File: config.mk
export PLATFORM = sky130hd
export DESIGN_NAME = smc_config_pointer
export DESIGN_NICKNAME = d
export VERILOG_FILES = /design/src/verilog/smc_pkg.sv /design/src/verilog/smc_config_pointer.sv /design/src/verilog/smc_clk_div.sv
export VERILOG_INCLUDE_DIRS = /design/src /design/src/verilog
export SDC_FILE = /design/constraint.sdc
export NUM_CORES = 1
export LEC_CHECK = 0
export BUFFER_PORTS_ARGS = -buffer_cell sky130_fd_sc_hd__buf_2
export CAP_MARGIN = 20
export CORE_ASPECT_RATIO = 0.75
export CORE_MARGIN = 2
export CORE_UTILIZATION = 61
export CTS_CLUSTER_DIAMETER = 50
export DETAILED_ROUTE_END_ITERATION = 7
export HOLD_SLACK_MARGIN = 0.02
export PLACE_DENSITY = 0.86
export SKIP_CTS_REPAIR_TIMING = 1
export SYNTH_ARGS = -nofsm -noshare
export SYNTH_HDL_FRONTEND = slang
export SYNTH_SLANG_ARGS = --single-unit
File: constraint.sdc
create_clock -name sys_clk -period 4.7 [get_ports sys_clk]
set_input_delay 0.94 -clock sys_clk [delete_from_list [all_inputs] [get_ports sys_clk]]
set_output_delay 0.94 -clock sys_clk [all_outputs]
set_load 0.1 [all_outputs]
File: src/verilog/smc_regs.svh
`ifndef SMC_REGS_SVH
`define SMC_REGS_SVH

// register offsets on the 5-bit processor address
`define SMC_ADDR_DIVISOR 5'h05
`define SMC_ADDR_POLY_SELECT 5'h07
`define SMC_ADDR_SEED_LOW 5'h08
`define SMC_ADDR_SEED_HIGH 5'h09
`define SMC_ADDR_RESULT_LOW 5'h0A
`define SMC_ADDR_RESULT_HIGH 5'h0B
`define SMC_ADDR_SHARED_POINTER 5'h0C
`define SMC_ADDR_VECTOR_POINTER 5'h11
`define SMC_ADDR_HT_POINTER 5'h13
`define SMC_ADDR_MACRO_POINTER 5'h15
`define SMC_ADDR_SEQ_POINTER 5'h17

// field layout
`define SMC_DIV_MSB 7
`define SMC_DIV_LSB 1
`define SMC_POLY_MSB 2

// reset values
`define SMC_WORD_RESET 16'h0000
`define SMC_DIV_RESET 7'h00
`define SMC_SIG_RESET 32'h00000000
`define SMC_UNMAPPED_READ 16'h0000

// feedback taps below x^32 for each polynomial
`define SMC_POLY1_TAPS 32'h000000AF
`define SMC_POLY2_TAPS 32'h18000003
`define SMC_POLY3_TAPS 32'h000000C5

// one long word in 16-bit memory word units
`define SMC_POINTER_STEP 16'h0002

`endif

File: src/verilog/smc_pkg.sv
package smc_pkg;

  typedef enum logic [1:0] {
    SMC_BUS_IDLE = 2'b01,
    SMC_BUS_HOLD = 2'b10
  } smc_bus_state_t;

  typedef enum logic [2:0] {
    SMC_POLY_NONE = 3'h0,
    SMC_POLY_ONE = 3'h1,
    SMC_POLY_TWO = 3'h2,
    SMC_POLY_THREE = 3'h3
  } smc_poly_t;

endpackage : smc_pkg

File: src/verilog/smc_config_pointer.sv
// Summary of operation
// - bit 0 of the clock divisor is held at zero and only bits 7:1 accept writes.
// - an all-zero divisor field stops the serial scan clock entirely.
// - a single divisor bit divides the system clock by its weight, from 2 up to 128.
// - a 3-bit select picks no polynomial or one of three fixed 32-bit polynomials.
// - the 32-bit seed is built from a low and a high 16-bit register.
// - the 32-bit signature is shown as low and high 16-bit read/write registers.
// - a write to the shared pointer loads the scan out, scan in, expected and mask pointers.
// - scan in advances per long word read, the other three per long word written.
// - the vector pointer register sets the vector data pointer.
// - the header/trailer pointer register sets the header and trailer data pointer.
// - the macro pointer register sets the macro data pointer.
// - the sequencer pointer register sets the sequencer data pointer.
`timescale 1ns/1ps
`include "smc_regs.svh"

module smc_config_pointer
  import smc_pkg::*;
(
  input wire logic sys_clk,
  input wire logic nrst,
  input wire logic cs_n,
  input wire logic strobe_n,
  input wire logic read_not_write,
  input wire logic [4:0] addr,
  input wire logic [15:0] data_in,
  output logic [15:0] data_out,
  output logic data_oe,
  output logic ack_n,
  output logic scan_clk,
  output logic scan_clk_tick,
  input wire logic scan_data_in,
  input wire logic scan_in_valid,
  input wire logic signature_start,
  input wire logic tdi_word_read,
  input wire logic tdo_word_write,
  input wire logic expected_word_write,
  input wire logic mask_word_write,
  output logic [15:0] scan_out_ptr,
  output logic [15:0] scan_in_ptr,
  output logic [15:0] expected_ptr,
  output logic [15:0] mask_ptr,
  output logic [15:0] vector_ptr,
  output logic [15:0] header_trailer_ptr,
  output logic [15:0] macro_ptr,
  output logic [15:0] sequencer_ptr,
  output logic [31:0] signature,
  output logic poly_active
);

  smc_bus_state_t bus_state;
  smc_bus_state_t next_bus_state;

  logic [6:0] divisor_field;
  logic [2:0] poly_select;
  logic [15:0] seed_low;
  logic [15:0] seed_high;
  logic [15:0] shared_data_pointer;
  logic [31:0] signature_register;
  logic [31:0] taps;
  logic [31:0] next_signature;
  logic feedback;
  logic [15:0] read_word;

  logic select;
  logic take;
  logic wr_take;
  logic rd_take;

  // one access is taken per strobe; the answer holds until the strobe drops
  assign select = !cs_n && !strobe_n;
  assign take = select && (bus_state == SMC_BUS_IDLE);
  assign wr_take = take && !read_not_write;
  assign rd_take = take && read_not_write;

  always_comb begin
    next_bus_state = bus_state;
    case (bus_state)
      SMC_BUS_IDLE: begin
        if (select) begin
          next_bus_state = SMC_BUS_HOLD;
        end
      end
      SMC_BUS_HOLD: begin
        if (!select) begin
          next_bus_state = SMC_BUS_IDLE;
        end
      end
      default: begin
        next_bus_state = SMC_BUS_IDLE;
      end
    endcase
  end

  always_ff @(posedge sys_clk or negedge nrst) begin
    if (!nrst) begin
      bus_state <= SMC_BUS_IDLE;
    end else begin
      bus_state <= next_bus_state;
    end
  end

  always_ff @(posedge sys_clk or negedge nrst) begin
    if (!nrst) begin
      ack_n <= 1'b1;
    end else begin
      ack_n <= !(next_bus_state == SMC_BUS_HOLD);
    end
  end

  always_ff @(posedge sys_clk or negedge nrst) begin
    if (!nrst) begin
      data_oe <= 1'b0;
    end else if (rd_take) begin
      data_oe <= 1'b1;
    end else if (!select) begin
      data_oe <= 1'b0;
    end
  end

  // read data is captured at the take so it stays stable while the strobe is low
  always_comb begin
    case (addr)
      `SMC_ADDR_DIVISOR: begin
        read_word = {8'h00, divisor_field, 1'b0};
      end
      `SMC_ADDR_POLY_SELECT: begin
        read_word = {13'h0000, poly_select};
      end
      `SMC_ADDR_SEED_LOW: begin
        read_word = seed_low;
      end
      `SMC_ADDR_SEED_HIGH: begin
        read_word = seed_high;
      end
      `SMC_ADDR_RESULT_LOW: begin
        read_word = signature_register[15:0];
      end
      `SMC_ADDR_RESULT_HIGH: begin
        read_word = signature_register[31:16];
      end
      `SMC_ADDR_SHARED_POINTER: begin
        read_word = shared_data_pointer;
      end
      `SMC_ADDR_VECTOR_POINTER: begin
        read_word = vector_ptr;
      end
      `SMC_ADDR_HT_POINTER: begin
        read_word = header_trailer_ptr;
      end
      `SMC_ADDR_MACRO_POINTER: begin
        read_word = macro_ptr;
      end
      `SMC_ADDR_SEQ_POINTER: begin
        read_word = sequencer_ptr;
      end
      default: begin
        read_word = `SMC_UNMAPPED_READ;
      end
    endcase
  end

  always_ff @(posedge sys_clk or negedge nrst) begin
    if (!nrst) begin
      data_out <= `SMC_WORD_RESET;
    end else if (rd_take) begin
      data_out <= read_word;
    end
  end

  // scan clock divisor
  always_ff @(posedge sys_clk or negedge nrst) begin
    if (!nrst) begin
      divisor_field <= `SMC_DIV_RESET;
    end else if (wr_take && addr == `SMC_ADDR_DIVISOR) begin
      divisor_field <= data_in[`SMC_DIV_MSB:`SMC_DIV_LSB];
    end
  end

  smc_clk_div u_clk_div (
    .sys_clk(sys_clk),
    .nrst(nrst),
    .divisor({divisor_field, 1'b0}),
    .scan_clk(scan_clk),
    .scan_clk_tick(scan_clk_tick)
  );

  // signature polynomial select and seed
  always_ff @(posedge sys_clk or negedge nrst) begin
    if (!nrst) begin
      poly_select <= 3'h0;
    end else if (wr_take && addr == `SMC_ADDR_POLY_SELECT) begin
      poly_select <= data_in[`SMC_POLY_MSB:0];
    end
  end

  always_ff @(posedge sys_clk or negedge nrst) begin
    if (!nrst) begin
      seed_low <= `SMC_WORD_RESET;
    end else if (wr_take && addr == `SMC_ADDR_SEED_LOW) begin
      seed_low <= data_in;
    end
  end

  always_ff @(posedge sys_clk or negedge nrst) begin
    if (!nrst) begin
      seed_high <= `SMC_WORD_RESET;
    end else if (wr_take && addr == `SMC_ADDR_SEED_HIGH) begin
      seed_high <= data_in;
    end
  end

  // codes above three select nothing, like code zero
  always_comb begin
    case (smc_poly_t'(poly_select))
      SMC_POLY_ONE: begin
        taps = `SMC_POLY1_TAPS;
      end
      SMC_POLY_TWO: begin
        taps = `SMC_POLY2_TAPS;
      end
      SMC_POLY_THREE: begin
        taps = `SMC_POLY3_TAPS;
      end
      default: begin
        taps = `SMC_SIG_RESET;
      end
    endcase
  end

  always_ff @(posedge sys_clk or negedge nrst) begin
    if (!nrst) begin
      poly_active <= 1'b0;
    end else begin
      poly_active <= (taps != `SMC_SIG_RESET);
    end
  end

  // galois form: the input bit folds into the msb that leaves
  assign feedback = signature_register[31] ^ scan_data_in;

  always_comb begin
    next_signature = signature_register;
    if (signature_start) begin
      next_signature = {seed_high, seed_low};
    end else if (scan_in_valid && taps != `SMC_SIG_RESET) begin
      next_signature = {signature_register[30:0], 1'b0} ^ (feedback ? taps : 32'h00000000);
    end
  end

  // a processor write wins over the shift for the half it touches
  always_ff @(posedge sys_clk or negedge nrst) begin
    if (!nrst) begin
      signature_register <= `SMC_SIG_RESET;
    end else if (wr_take && addr == `SMC_ADDR_RESULT_LOW) begin
      signature_register <= {next_signature[31:16], data_in};
    end else if (wr_take && addr == `SMC_ADDR_RESULT_HIGH) begin
      signature_register <= {data_in, next_signature[15:0]};
    end else begin
      signature_register <= next_signature;
    end
  end

  assign signature = signature_register;

  // shared pointer register and the four pointers it seeds
  always_ff @(posedge sys_clk or negedge nrst) begin
    if (!nrst) begin
      shared_data_pointer <= `SMC_WORD_RESET;
    end else if (wr_take && addr == `SMC_ADDR_SHARED_POINTER) begin
      shared_data_pointer <= data_in;
    end
  end

  // a load in the same cycle as an advance wins: software is repositioning
  always_ff @(posedge sys_clk or negedge nrst) begin
    if (!nrst) begin
      scan_out_ptr <= `SMC_WORD_RESET;
    end else if (wr_take && addr == `SMC_ADDR_SHARED_POINTER) begin
      scan_out_ptr <= data_in;
    end else if (tdo_word_write) begin
      scan_out_ptr <= scan_out_ptr + `SMC_POINTER_STEP;
    end
  end

  always_ff @(posedge sys_clk or negedge nrst) begin
    if (!nrst) begin
      scan_in_ptr <= `SMC_WORD_RESET;
    end else if (wr_take && addr == `SMC_ADDR_SHARED_POINTER) begin
      scan_in_ptr <= data_in;
    end else if (tdi_word_read) begin
      scan_in_ptr <= scan_in_ptr + `SMC_POINTER_STEP;
    end
  end

  always_ff @(posedge sys_clk or negedge nrst) begin
    if (!nrst) begin
      expected_ptr <= `SMC_WORD_RESET;
    end else if (wr_take && addr == `SMC_ADDR_SHARED_POINTER) begin
      expected_ptr <= data_in;
    end else if (expected_word_write) begin
      expected_ptr <= expected_ptr + `SMC_POINTER_STEP;
    end
  end

  always_ff @(posedge sys_clk or negedge nrst) begin
    if (!nrst) begin
      mask_ptr <= `SMC_WORD_RESET;
    end else if (wr_take && addr == `SMC_ADDR_SHARED_POINTER) begin
      mask_ptr <= data_in;
    end else if (mask_word_write) begin
      mask_ptr <= mask_ptr + `SMC_POINTER_STEP;
    end
  end

  // alignment is the writer's duty; low bits are stored as given
  always_ff @(posedge sys_clk or negedge nrst) begin
    if (!nrst) begin
      vector_ptr <= `SMC_WORD_RESET;
    end else if (wr_take && addr == `SMC_ADDR_VECTOR_POINTER) begin
      vector_ptr <= data_in;
    end
  end

  always_ff @(posedge sys_clk or negedge nrst) begin
    if (!nrst) begin
      header_trailer_ptr <= `SMC_WORD_RESET;
    end else if (wr_take && addr == `SMC_ADDR_HT_POINTER) begin
      header_trailer_ptr <= data_in;
    end
  end

  always_ff @(posedge sys_clk or negedge nrst) begin
    if (!nrst) begin
      macro_ptr <= `SMC_WORD_RESET;
    end else if (wr_take && addr == `SMC_ADDR_MACRO_POINTER) begin
      macro_ptr <= data_in;
    end
  end

  always_ff @(posedge sys_clk or negedge nrst) begin
    if (!nrst) begin
      sequencer_ptr <= `SMC_WORD_RESET;
    end else if (wr_take && addr == `SMC_ADDR_SEQ_POINTER) begin
      sequencer_ptr <= data_in;
    end
  end

endmodule : smc_config_pointer

File: src/verilog/smc_clk_div.sv
`timescale 1ns/1ps
`include "smc_regs.svh"

module smc_clk_div (
  input wire logic sys_clk,
  input wire logic nrst,
  input wire logic [7:0] divisor,
  output logic scan_clk,
  output logic scan_clk_tick
);

  logic [6:0] half_count;
  logic [6:0] half_period;
  logic at_edge;

  // the lsb of the divisor is always zero, so half the ratio is bits 7:1
  assign half_period = divisor[`SMC_DIV_MSB:`SMC_DIV_LSB];
  // >= keeps a shrinking divisor from stranding the counter past its limit
  assign at_edge = (half_count >= (half_period - 7'h01));

  always_ff @(posedge sys_clk or negedge nrst) begin
    if (!nrst) begin
      half_count <= 7'h00;
    end else if (half_period == 7'h00 || at_edge) begin
      half_count <= 7'h00;
    end else begin
      half_count <= half_count + 7'h01;
    end
  end

  always_ff @(posedge sys_clk or negedge nrst) begin
    if (!nrst) begin
      scan_clk <= 1'b0;
    end else if (half_period == 7'h00) begin
      scan_clk <= 1'b0;
    end else if (at_edge) begin
      scan_clk <= ~scan_clk;
    end
  end

  always_ff @(posedge sys_clk or negedge nrst) begin
    if (!nrst) begin
      scan_clk_tick <= 1'b0;
    end else begin
      scan_clk_tick <= (half_period != 7'h00) && at_edge && !scan_clk;
    end
  end

endmodule : smc_clk_div

# Word-level counts from Yosys, hierarchy flattened
# Index checks and enable logic that the tools add are counted.
[classes]
shift = 0
addsub = 6
reduce_logical = 32
bitwise_logic = 3
n_eq_ne = 18
n_div = 0
multipliers = 0
order_cmp = 1
muxes = 23
[ops]
columns = ["op", "count"]
rows = [
  ["16-bit case mux with 11 select lines", 1],
  ["32-bit two-way mux", 5],
  ["16-bit two-way mux", 8],
  ["29-bit case mux with 3 select lines", 1],
  ["16-bit by 2-bit adder with 16-bit output (second input constant)", 4],
  ["32-bit nonzero test", 1],
  ["32-bit XOR", 1],
  ["5-bit by 4-bit equality test with 1-bit output (second input constant)", 5],
  ["5-bit equality test (second input constant)", 4],
  ["1-bit logical AND", 18],
  ["5-bit by 3-bit equality test with 1-bit output (second input constant)", 2],
  ["2-bit nonzero test", 5],
  ["7-bit by 1-bit adder with 7-bit output (second input constant)", 1],
  ["7-bit >= comparator", 1],
  ["7-bit zero test", 1],
  ["7-bit two-way mux", 1],
  ["7-bit nonzero test", 1],
  ["7-bit by 1-bit subtractor with 7-bit output (second input constant)", 1],
  ["3-bit by 2-bit equality test with 1-bit output (second input constant)", 2],
  ["1-bit zero test", 5],
  ["2-bit equality test (second input constant)", 2],
  ["1-bit two-way mux", 4],
  ["2-bit two-way mux", 2],
  ["2-bit case mux with 2 select lines", 1],
  ["other kinds (6)", 6],
]
[totals]
rom_bits = 0
elab_cells = 105
n_memories = 0
latchBits = 0
input_bits = 33
ram_bits = 0
reg_bits = 248
output_inout_bits = 181

# Longest topological paths before layout
[depth]
ltp_word = 8
ltp_mapped = 10
mapped_depth_nobuf = 10

# By module
# A second synthesis with hierarchy kept.
[hier_totals]
hier_cells = 1118
hier_area_um2 = 12426.9
[by_module_without_submodules]
columns = ["module", "cells_each", "instances", "seq_area_each_um2", "area_each_um2"]
rows = [
  ["smc_config_pointer", 1051, 1, 5983.2, 11762.5],
  ["smc_clk_div", 67, 1, 225.2, 664.4],
]

# Least setup slack after synthesis
# No wires, ideal clock.
[synth_path]
kind = "in2reg"
start = "input port addr[4]"
end = "register seed_low[10]"
path_stages = 6
slack_ps = 2255
t_required_ps = 4575
setup_ps = 125
t_arrival_ps = 2320
path_buffers = 2
cell_sequence = "buf_6 > or3b_4 > nor3_4 > nand2_4 > buf_6 > mux2_4"
[synth_via]
elab_chain_cells = 2
[synth_lines]
columns = ["item", "line", "text"]
rows = [
  ["start: declaration", "smc_config_pointer.sv:25", "input wire logic [4:0] addr,"],
  ["5-bit by 4-bit equality test with 1-bit output", "-", ""],
  ["1-bit logical AND (no line)", "-", ""],
  ["end signal: assignment", "smc_config_pointer.sv:199", "seed_low <= `SMC_WORD_RESET;"],
  ["end signal: assignment", "smc_config_pointer.sv:201", "seed_low <= data_in;"],
  ["end: declaration", "smc_config_pointer.sv:56", "logic [15:0] seed_low;"],
]
# No other way between the ends.
# A chain may end at the register's enable or synchronous reset.

# Worst setup path after layout
[layout_path]
start = "input port addr[1]"
end = "register mask_ptr[2]"
[layout_via]
elab_chain_cells = 3
word_cells_on_any_way = 4
cone_classes = "eq/ne (1); mux (1); reduce/logical (2)"
[layout_lines]
columns = ["item", "line", "text"]
rows = [
  ["5-bit by 4-bit equality test with 1-bit output *", "-", ""],
  ["1-bit logical AND (no line) *", "-", ""],
  ["16-bit two-way mux / 2-bit nonzero test (equally long branches)", "-", ""],
  ["end signal: assignment", "smc_config_pointer.sv:308", "mask_ptr <= `SMC_WORD_RESET;"],
  ["end signal: assignment", "smc_config_pointer.sv:310", "mask_ptr <= data_in;"],
  ["end signal: assignment", "smc_config_pointer.sv:312", "mask_ptr <= mask_ptr + `SMC_POINTER_STEP;"],
  ["end: declaration", "smc_config_pointer.sv:42", "output logic [15:0] mask_ptr,"],
]
# Mark *: on every way between the ends. The rest lies on a longest branch, timed or not.

==> metrics.md <==
| Metric | Value |
|---|---|
| Status | `complete, no violations` |
| Main combinational cell family by area after synthesis | `multiplexers` |
| Clock sinks | `248` |
| Reg2Reg Setup Slack | `1.69 ns` |
| Period utilisation layout | `0.646` |
| Crit end category | `flip-flop` |
| Final net count | `1310` |
| Met1 track demand over resource | `0.497` |
| CP startpoint kind | `input port` |
| Ratio of cells with drive above 1 in the final layout | `0.340` |
| Portion of netlist area occupied by mux cells | `0.194` |
| Die width | `169 um` |
| Global route overflow | `0` |
| Crit path largest cell delay | `0.64 ns` |
| Pwr/cell area | `571 nW/um2` |
| Reg clk slew, reported paths | `0.06 ns` |
| Vias/cell | `6.49` |
| CP delay by family, top | `simple AND/OR/NAND/NOR gates` |
| Ys Warns | `0` |
| Capturing point of the worst reg2reg path | `signature[7]` |
| First-pass GRT wire length | `55500 um` |
| Synth area leaders | `dfrtp_1 (49%), mux2_2 (10%), mux2i_1 (4.4%)` |
| Starting Density | `0.620` |
| Synth Cell Area | `12500 um2` |
| Die footprint | `21700 um2` |
| Vias in the first global route | `9615` |
| Critical path class | `input port to flip-flop` |
| Final Setup Violations | `0` |
| Simple-Gate Fraction of Synth Area | `0.111` |
| Power Total | `8220 uW` |
| Floorplan Core Area | `20200 um2` |
| Worst-path maximum fanout | `79` |
| Pin count of the biggest net entering global routing | `128` |
| Critical path cell sequence | `buf_2, nor4b_1, and2_1, nand2_4, nor2_1, a21oi_1` |
| Initial antenna violation count | `1` |
| Die height | `128 um` |
| Max-slew headroom at the worst pin | `0.265` |
| Initial DRC count | `1126` |
| TNS Setup | `0 ns` |
| Upper clock frequency limit | `329 MHz` |
| FFs w/ async S/R, synth | `1.00` |
| Synth unique cells | `65` |
| Io pins | `214` |
| Post-synth top area cell | `dfrtp_1` |
| Seq/Total Area, Yosys | `0.497` |
| WP data required | `5.04 ns` |
| Routing usage on met3 | `0.0902` |
| WP data arrival | `3.38 ns` |
| # rows | `45` |
| R2R depth | `7` |
| Hold slack | `0.472 ns` |
| Compound-Gate Fraction of Synth Area | `0.0983` |
| Bufs and invs on worst path | `1` |
| Drt drc | `0` |
| Global Route Usage Sum | `0.333` |
| Max clock buf depth | `3` |
| Reg-to-reg critical path startpoint | `bus_state[0]` |
| Final Hold Vio Count | `0` |
| Most frequent cell after synthesis | `dfrtp_1` |
| Synth Instances | `1085` |
| Maximum resistive drop on vdd | `412 uV` |
| Max Clock Skew | `0.0121 ns` |
| Commonest register cell after synthesis | `dfrtp_1` |
| Mapped Nets | `1134` |
| CTS H-Tree Depth | `1` |
| Filler instances | `1427` |
| CP max-delay cell | `nor4b_1` |
| Wirelength, routed | `36100 um` |
| P_leak | `0.00740 uW` |
| Number of flops mapped to enable cells by yosys | `0` |
| RSZ-0062 raised after global routing | `false` |
| DR WL/cell | `23.5 um` |
| Synth Area in XOR/XNOR | `0.0505` |
| Worst slew pin tran | `1.10 ns` |
| Post-DRT Antenna Nets | `0` |
| TritonCTS clock tree | `built` |
| Syn_area_per_cell | `11.5 um2` |
| Clock latency on the worst-skew pair | `0.52 ns` |
| Synth cell count leaders | `dfrtp_1 (246), mux2_2 (116), a21oi_1 (86)` |
| Met2 Track Usage GR | `0.480` |
| GP Congestion | `0.937` |
| Max-slew violation count | `0` |
| # port buffers | `213` |
| N_diodes | `0` |
| Vias | `9978` |
| Share of the synthesized area in the top cell type | `0.493` |
| Worst hold-check path type | `input port to asynchronous set/reset pin` |
| GRT busiest layer | `met1` |
| Minimum clock period | `3.04 ns` |
| Dpl hpwl | `25000 um` |
| Synthesized-area fraction occupied by adder cells | `0.0160` |
| Synth Register Bits | `248` |
| Max Cap Viol | `0` |
| Clk root buf | `clkbuf_16` |
| DRT Pass-1 Iters | `6` |
| Inserted Clock Buffers | `24` |
| Area Growth Syn to Fin | `15.1%` |
## worst max path at each step
| stage | startpoint | endpoint | cells after the start |
|---|---|---|---|
| after floorplan | addr[4] | seed_low[10] | 6 |
| after global placement | addr[1] | expected_ptr[4] | 6 |
| after detailed placement | addr[1] | mask_ptr[2] | 6 |
| after CTS | addr[1] | mask_ptr[2] | 6 |
| after global routing | addr[1] | mask_ptr[1] | 6 |
| final | addr[1] | mask_ptr[2] | 6 |
## final cells by class
| cell class | instances | area (um2) | area share |
|---|---|---|---|
| clock inverter | 9 | 100 | 0.00696 |
| multi-input combinational | 756 | 5880 | 0.409 |
| timing repair buffer | 224 | 1160 | 0.0805 |
| tap | 258 | 323 | 0.0224 |
| clock buffer | 35 | 693 | 0.0482 |
| inverter | 7 | 26.3 | 0.00183 |
| sequential | 248 | 6210 | 0.431 |
## routing by layer
| layer | routed length [um] | part of all wire |
|---|---|---|
| met5 | 0 | 0 |
| met4 | 978 | 0.027 |
| met2 | 15500 | 0.43 |
| met3 | 4500 | 0.12 |
| met1 | 15100 | 0.42 |
## where the power goes
group          switching [uW]  leakage [uW]  internal [uW]
combinational            2700       0.00366            672
sequential                405       0.00336           2480
clock                     830      0.000386           1140
## sequential cells by signal (all words and copies together), names as in the netlist
| signal | cells |
|---|---|
| scan_in_ptr | 16 |
| data_oe | 1 |
| u_clk_div.half_count | 7 |
| seed_high | 16 |
| signature | 32 |
| seed_low | 16 |
| u_clk_div.scan_clk | 1 |
| header_trailer_ptr | 16 |
| mask_ptr | 16 |
| ack_n | 1 |
| bus_state | 2 |
| poly_select | 3 |
| expected_ptr | 16 |
| divisor_field | 7 |
| sequencer_ptr | 16 |
| vector_ptr | 16 |
| data_out | 16 |
| shared_data_pointer | 16 |
| scan_out_ptr | 16 |
| macro_ptr | 16 |
| poly_active | 1 |
| u_clk_div.scan_clk_tick | 1 |
## per-stage QoR
step	instances	worst slack [ns]	instance area (um2)	utilization
3_5_place_dp	1493	1.28	13600	0.675
4_1_cts	1537	1.75	14400	0.714
6_report	1537	1.66	14400	0.714
2_1_floorplan	1085	2.25	12500	-
5_1_grt	1537	1.47	14400	0.714
3_3_place_gp	1493	1.41	13600	0.675
## kinds of logic after synthesis
logic type	Yosys count
AND/OR/NAND/NOR	263
flip-flops	248
multiplexers	206
AO/OA/AOI/OAI	199
buffers and inverters	81
XOR/XNOR	72
adder cells (fa/ha/maj)	16
## cell usage in the layout, fill, tap and decap left out, types with 23 or more instances in the layout
cell type / instances
buf_2: 212
mux2_4: 30
xor2_1: 44
xnor2_1: 28
dfrtp_1: 246
mux2_2: 116
nor2_1: 60
and3_1: 25
nand2_1: 81
clkbuf_16: 25
o21ai_0: 35
mux2i_1: 55
nand3_1: 23
a21oi_1: 86
Note: power is estimated with default switching activity, not from simulation.
